===== src/pkg/cpm_consts.svh =====
`ifndef CPM_CONSTS_SVH
`define CPM_CONSTS_SVH

// ----------------------------------------------------------------------
// Register byte offsets on the bus.
// ----------------------------------------------------------------------
`define CPM_OFF_ACCUM      6'h00
`define CPM_OFF_FLAGS      6'h04
`define CPM_OFF_INDEX_X    6'h08
`define CPM_OFF_INDEX_Y    6'h0c
`define CPM_OFF_STACK      6'h10
`define CPM_OFF_PC         6'h14
`define CPM_OFF_AGEN_CTRL  6'h18
`define CPM_OFF_AGEN_RES   6'h1c
`define CPM_OFF_BIT_CTRL   6'h20
`define CPM_OFF_BIT_RES    6'h24
`define CPM_OFF_STACK_CMD  6'h28
`define CPM_DEC_W          6

// ----------------------------------------------------------------------
// Flag register bit positions.
// ----------------------------------------------------------------------
`define CPM_FLAG_STOP      7
`define CPM_FLAG_XMASK     6
`define CPM_FLAG_HALF      5
`define CPM_FLAG_IMASK     4
`define CPM_FLAG_NEG       3
`define CPM_FLAG_ZERO      2
`define CPM_FLAG_OVF       1
`define CPM_FLAG_CARRY     0

// ----------------------------------------------------------------------
// Control field positions and reset values.
// ----------------------------------------------------------------------
`define CPM_MODE_MSB       1
`define CPM_MODE_LSB       0
`define CPM_OPND_MSB       15
`define CPM_OPND_LSB       8
`define CPM_BR_TAKE        16
`define CPM_BIT_OPND_MSB   7
`define CPM_BIT_OPND_LSB   0
`define CPM_BIT_MASK_MSB   15
`define CPM_BIT_MASK_LSB   8
`define CPM_BIT_SET        16
`define CPM_STK_PUSH       0
`define CPM_STK_PULL       1
`define CPM_RST_BYTE       8'h00
`define CPM_RST_WORD       16'h0000
`define CPM_RST_FLAGS      8'hd0
`define CPM_ONE_WORD       16'h0001
`define CPM_ZERO_BYTE      8'h00

`endif


===== src/rtl/cpm_lane_reg.sv =====
`timescale 1ns/1ps

`include "cpm_consts.svh"

// Register of several byte lanes, each written on its own, with a whole load.
module cpm_lane_reg #(
	parameter int NBYTES = 2
) (
	input  wire logic                  clk_sys,
	input  wire logic                  nrst,
	input  wire logic                  wr_en,
	input  wire logic [NBYTES-1:0]     sel,
	input  wire logic [8*NBYTES-1:0]   wdat,
	input  wire logic                  ld_en,
	input  wire logic [8*NBYTES-1:0]   ld_val,
	output logic      [8*NBYTES-1:0]   q
);

	// ----------------------------------------------------------------------
	// Elaboration check.
	// ----------------------------------------------------------------------
	generate
		if (NBYTES < 1) begin : g_bad
			$error("cpm_lane_reg needs at least one byte lane");
		end
	endgenerate

	logic [8*NBYTES-1:0] q_reg;

	// A load from the block's own logic replaces the whole value; the bus
	// never writes this register in the same cycle since it decodes
	// another offset then.
	always_ff @(posedge clk_sys or negedge nrst) begin
		if (!nrst) begin
			q_reg <= '0;
		end else if (ld_en) begin
			q_reg <= ld_val;
		end else if (wr_en) begin
			for (int i = 0; i < NBYTES; i++) begin
				if (sel[i]) begin
					q_reg[8*i +: 8] <= wdat[8*i +: 8];
				end
			end
		end
	end

	assign q = q_reg;

endmodule : cpm_lane_reg


===== config.mk =====
export PLATFORM = sky130hd
export DESIGN_NAME = cpm_lane_reg
export DESIGN_NICKNAME = d
export VERILOG_FILES = /design/src/rtl/cpm_lane_reg.sv
export VERILOG_INCLUDE_DIRS = /design/src /design/src/pkg
export SDC_FILE = /design/constraint.sdc
export NUM_CORES = 1
export LEC_CHECK = 0
export BUFFER_PORTS_ARGS = -buffer_cell sky130_fd_sc_hd__buf_2
export CORE_UTILIZATION = 40
export DETAILED_ROUTE_END_ITERATION = 7
export PLACE_DENSITY = 0.84
export SLEW_MARGIN = 20
export SYNTH_ARGS = -nofsm -noshare
export SYNTH_HDL_FRONTEND = slang
export SYNTH_SLANG_ARGS = --single-unit

===== constraint.sdc =====
create_clock -name clk_sys -period 0.8 [get_ports clk_sys]
set_clock_uncertainty 0.15 [all_clocks]
set_input_delay 0.04 -clock clk_sys [delete_from_list [all_inputs] [get_ports clk_sys]]
set_output_delay 0.04 -clock clk_sys [all_outputs]
set_load 0.01 [all_outputs]

Yosys cells after proc, flatten, opt, wreduce, memory -nomap -nowiden
Index checks and enable logic that the tools add are counted.
- register bits after elaboration: 16
- output and inout bits: 16
- input bits: 38
- logic and storage cells: 11
- reduce and logical (&&, ||, !) cells: 5
- multiplexer cells: 4
- operators by type and width (cell ; count):
    two-way mux 16 bit ; 2
    two-way mux 8 bit ; 2
    nonzero test 2 bit ; 3
    AND reduction 2 bit ; 2

Longest topological paths before layout
- depth in word-level cells: 3
- gate-level depth with buffers: 4

Least setup slack after synthesis
Ideal clock, no wire load.
- path type: reg2reg
- from: register q[0] (netlist name)
- to: register q_reg[0] (netlist: q[0])
- required time: 0.549 ns
- path slack: -0.100 ns
- stages on the path, launching flop included: 3
- arrival time: 0.649 ns
- library setup time: 0.101 ns
- cells stage by stage: dfrtp_1 inv_1 o311ai_2
- RTL lines (element ; RTL line ; source):
    to (signal assigned) ; cpm_lane_reg.sv:37 ; q_reg <= ld_val;
    to (signal, indexed assignment) ; cpm_lane_reg.sv:41 ; q_reg[8*i +: 8] <= wdat[8*i +: 8];
    to (decl) ; cpm_lane_reg.sv:28 ; logic [8*NBYTES-1:0] q_reg;

Final worst setup path
- from: register q_reg[9] (netlist: q[9])
- to: output q[9]
- RTL lines (element ; RTL line ; source):
    to (decl) ; cpm_lane_reg.sv:16 ; output logic [8*NBYTES-1:0] q
No word-level cell between the ends.

==> results.json <==
{
  "grt_max_degree": 22,
  "largest_reg_flops": 16,
  "p_leak_nw": 0.681,
  "holdCritPathClass": "in2reg",
  "synth_cells": 93,
  "area_growth_pct": 35.3,
  "row_count": 17,
  "peakVddDrop_uv": 853,
  "wire_per_inst_microns": 13.2,
  "core_area_sq_um": 2320,
  "cts_tree": "done",
  "powerDensity_nw_per_um2": 1410,
  "fin_nets": 191,
  "rsz0062_at_grt": "yes",
  "setup-violations-final": 32,
  "holdBufCountCts": 1,
  "htree_levels": 1,
  "cts.clk_slew.worst_paths_ps": 90,
  "timing.final.crit_share": 1.27,
  "port-buffer-count": 53,
  "syn_avg_cell_area_sq_um": 11.0,
  "final_max_slew_viol_count": 0,
  "start_util": 0.442,
  "cts_buffers": 3,
  "worstPathMaxFanout": 2,
  "crit_family": "flip-flops",
  "clk_latency_ps": 270,
  "end_kind": "output pin",
  "clock-sinks": 16,
  "worst_ep_arrival_time_ps": 820,
  "drive_gt1_frac": 0.589,
  "period_needed_ps": 1010,
  "synth_area_sq_um": 1020,
  "tightest_slew_ps": 366,
  "timing.reg2reg.setup_slack_ps": -170,
  "die_y_microns": 52.6,
  "ant_nets": 0,
  "status": "finished, violations left",
  "diodes": 0,
  "num-fill-cells": 234,
  "post-route-drc-count": 0,
  "die_area_sq_um": 2770,
  "synth_nets": 131,
  "slowest_stage": "dfrtp_1",
  "crit_buf_inv": 1,
  "fp.dieW_microns": 52.6,
  "grt_pass1_wl_microns": 3770,
  "violations": "hold timing, setup timing",
  "grt_pass1_vias": 894,
  "root_buffer": "clkbuf_4",
  "grt_overflow": 0,
  "synth-seq-cells": 16,
  "path_class": "reg2out",
  "maxCapViolCount": 0,
  "antenna_found_initial": 0,
  "slew_headroom": 0.756,
  "drtPass1Iterations": 4,
  "cp_data_required_time_ps": 610,
  "drtIter0Drc": 11,
  "viasPerCell": 5.25,
  "place.gp.congestion": 0.749,
  "finalSetupTns_ps": -4340,
  "setup_ws_ps": -213,
  "worstPathCellList": "buf_2",
  "clockBufferDepth": 2,
  "synth.distinct_cells": 10,
  "slowest_delay_ps": 400,
  "max_freq_mhz": 988,
  "fin_util": 0.598,
  "ys_seq_area_frac": 0.391,
  "ys_warn_count": 0,
  "drt_wl_total_microns": 2360,
  "startpoint_type": "flop",
  "grt_use_total": 0.185,
  "whs_ps": -161,
  "dpl.hpwl_microns": 1820,
  "vias": 939,
  "hold_viol": 16,
  "pin_count": 54
}
==> per-stage QoR <==
stage | cell area [sq um] | setup WS (ps) | cells | total power, mW | hold slack (ps)
floorplan | 1040 | -98.2 | 93 | 1.28 | -406
global placement | 1320 | -77.4 | 170 | 1.50 | -182
detailed placement | 1320 | -121 | 170 | 1.52 | -170
CTS | 1360 | -223 | 176 | 1.95 | -168
global route | 1390 | -244 | 179 | 2.06 | -164
finish | 1390 | -213 | 179 | 1.95 | -161
==> cell usage after synthesis <==
library cell / instances / area [sq um]
buf_4: 3 / 22.5
nand2_1: 16 / 60.1
nand4b_1: 16 / 140
buf_6: 4 / 45.0
dfrtp_1: 16 / 400
inv_1: 16 / 60.1
and2_4: 2 / 17.5
buf_2: 3 / 15.0
clkbuf_1: 1 / 3.75
o311ai_2: 16 / 260
==> cell type report <==
class	instances	area [sq um]	area share
timing repair buffer	66	390	0.282
inverter	16	60.1	0.0433
sequential	16	400	0.289
tap	28	35.0	0.0253
clock buffer	3	22.5	0.0162
multi-input combinational	50	478	0.345
==> power by group <==
group	leakage [nW]	internal (mW)	switching, mW
Combinational	0.473	0.312	0.294
Clock	0.0138	0.174	0.234
Sequential	0.194	0.890	0.0435
Total	0.681	1.38	0.572
==> path summary, 6_finish.rpt <==
check | from | to | depth (start not counted)
max | q[9]$_DFFE_PN0P_ | q[9] | 1
min | ld_val[0] | q[0]$_DFFE_PN0P_ | 3
max reg2reg | q[9]$_DFFE_PN0P_ | q[9]$_DFFE_PN0P_ | 3
min reg2reg | q[14]$_DFFE_PN0P_ | q[14]$_DFFE_PN0P_ | 2
min in group asynchronous | nrst | q[13]$_DFFE_PN0P_ | 2
max in group asynchronous | nrst | q[1]$_DFFE_PN0P_ | 2
==> layout by cell type (no fill, tap or decap), drive strengths merged <==
cell	netlist	layout
and2	2	2
buf	10	65
clkbuf	1	3
dfrtp	16	16
dlygate4sd3	0	1
inv	16	16
nand2	16	16
nand4b	16	16
o311ai	16	16
==> routing by layer <==
| layer | share of wire | up-vias | GRT usage |
|---|---|---|---|
| met5 | 0 | - | 0 |
| met4 | 0.0051 | 0 | 0.0658 |
| met3 | 0.082 | 2 | 0.0377 |
| met2 | 0.49 | 45 | 0.314 |
| met1 | 0.43 | 443 | 0.229 |
| li1 | - | 449 | - |
==> repair_timing <==
| item | CTS | global route |
|---|---|---|
| resized for setup | 2 | 1 |
| hold endpoints to repair | 32 | 16 |
| setup endpoints to repair | 32 | 32 |
| setup buffers | 2 | 3 |
==> logic make-up after synthesis <==
logic type / count (synthesis) / synth area share
buffers and inverters: 27 / 0.143
AND/OR/NAND/NOR: 34 / 0.212
flip-flops: 16 / 0.391
AO/OA/AOI/OAI: 16 / 0.254
(Power assumes the default switching activity.)
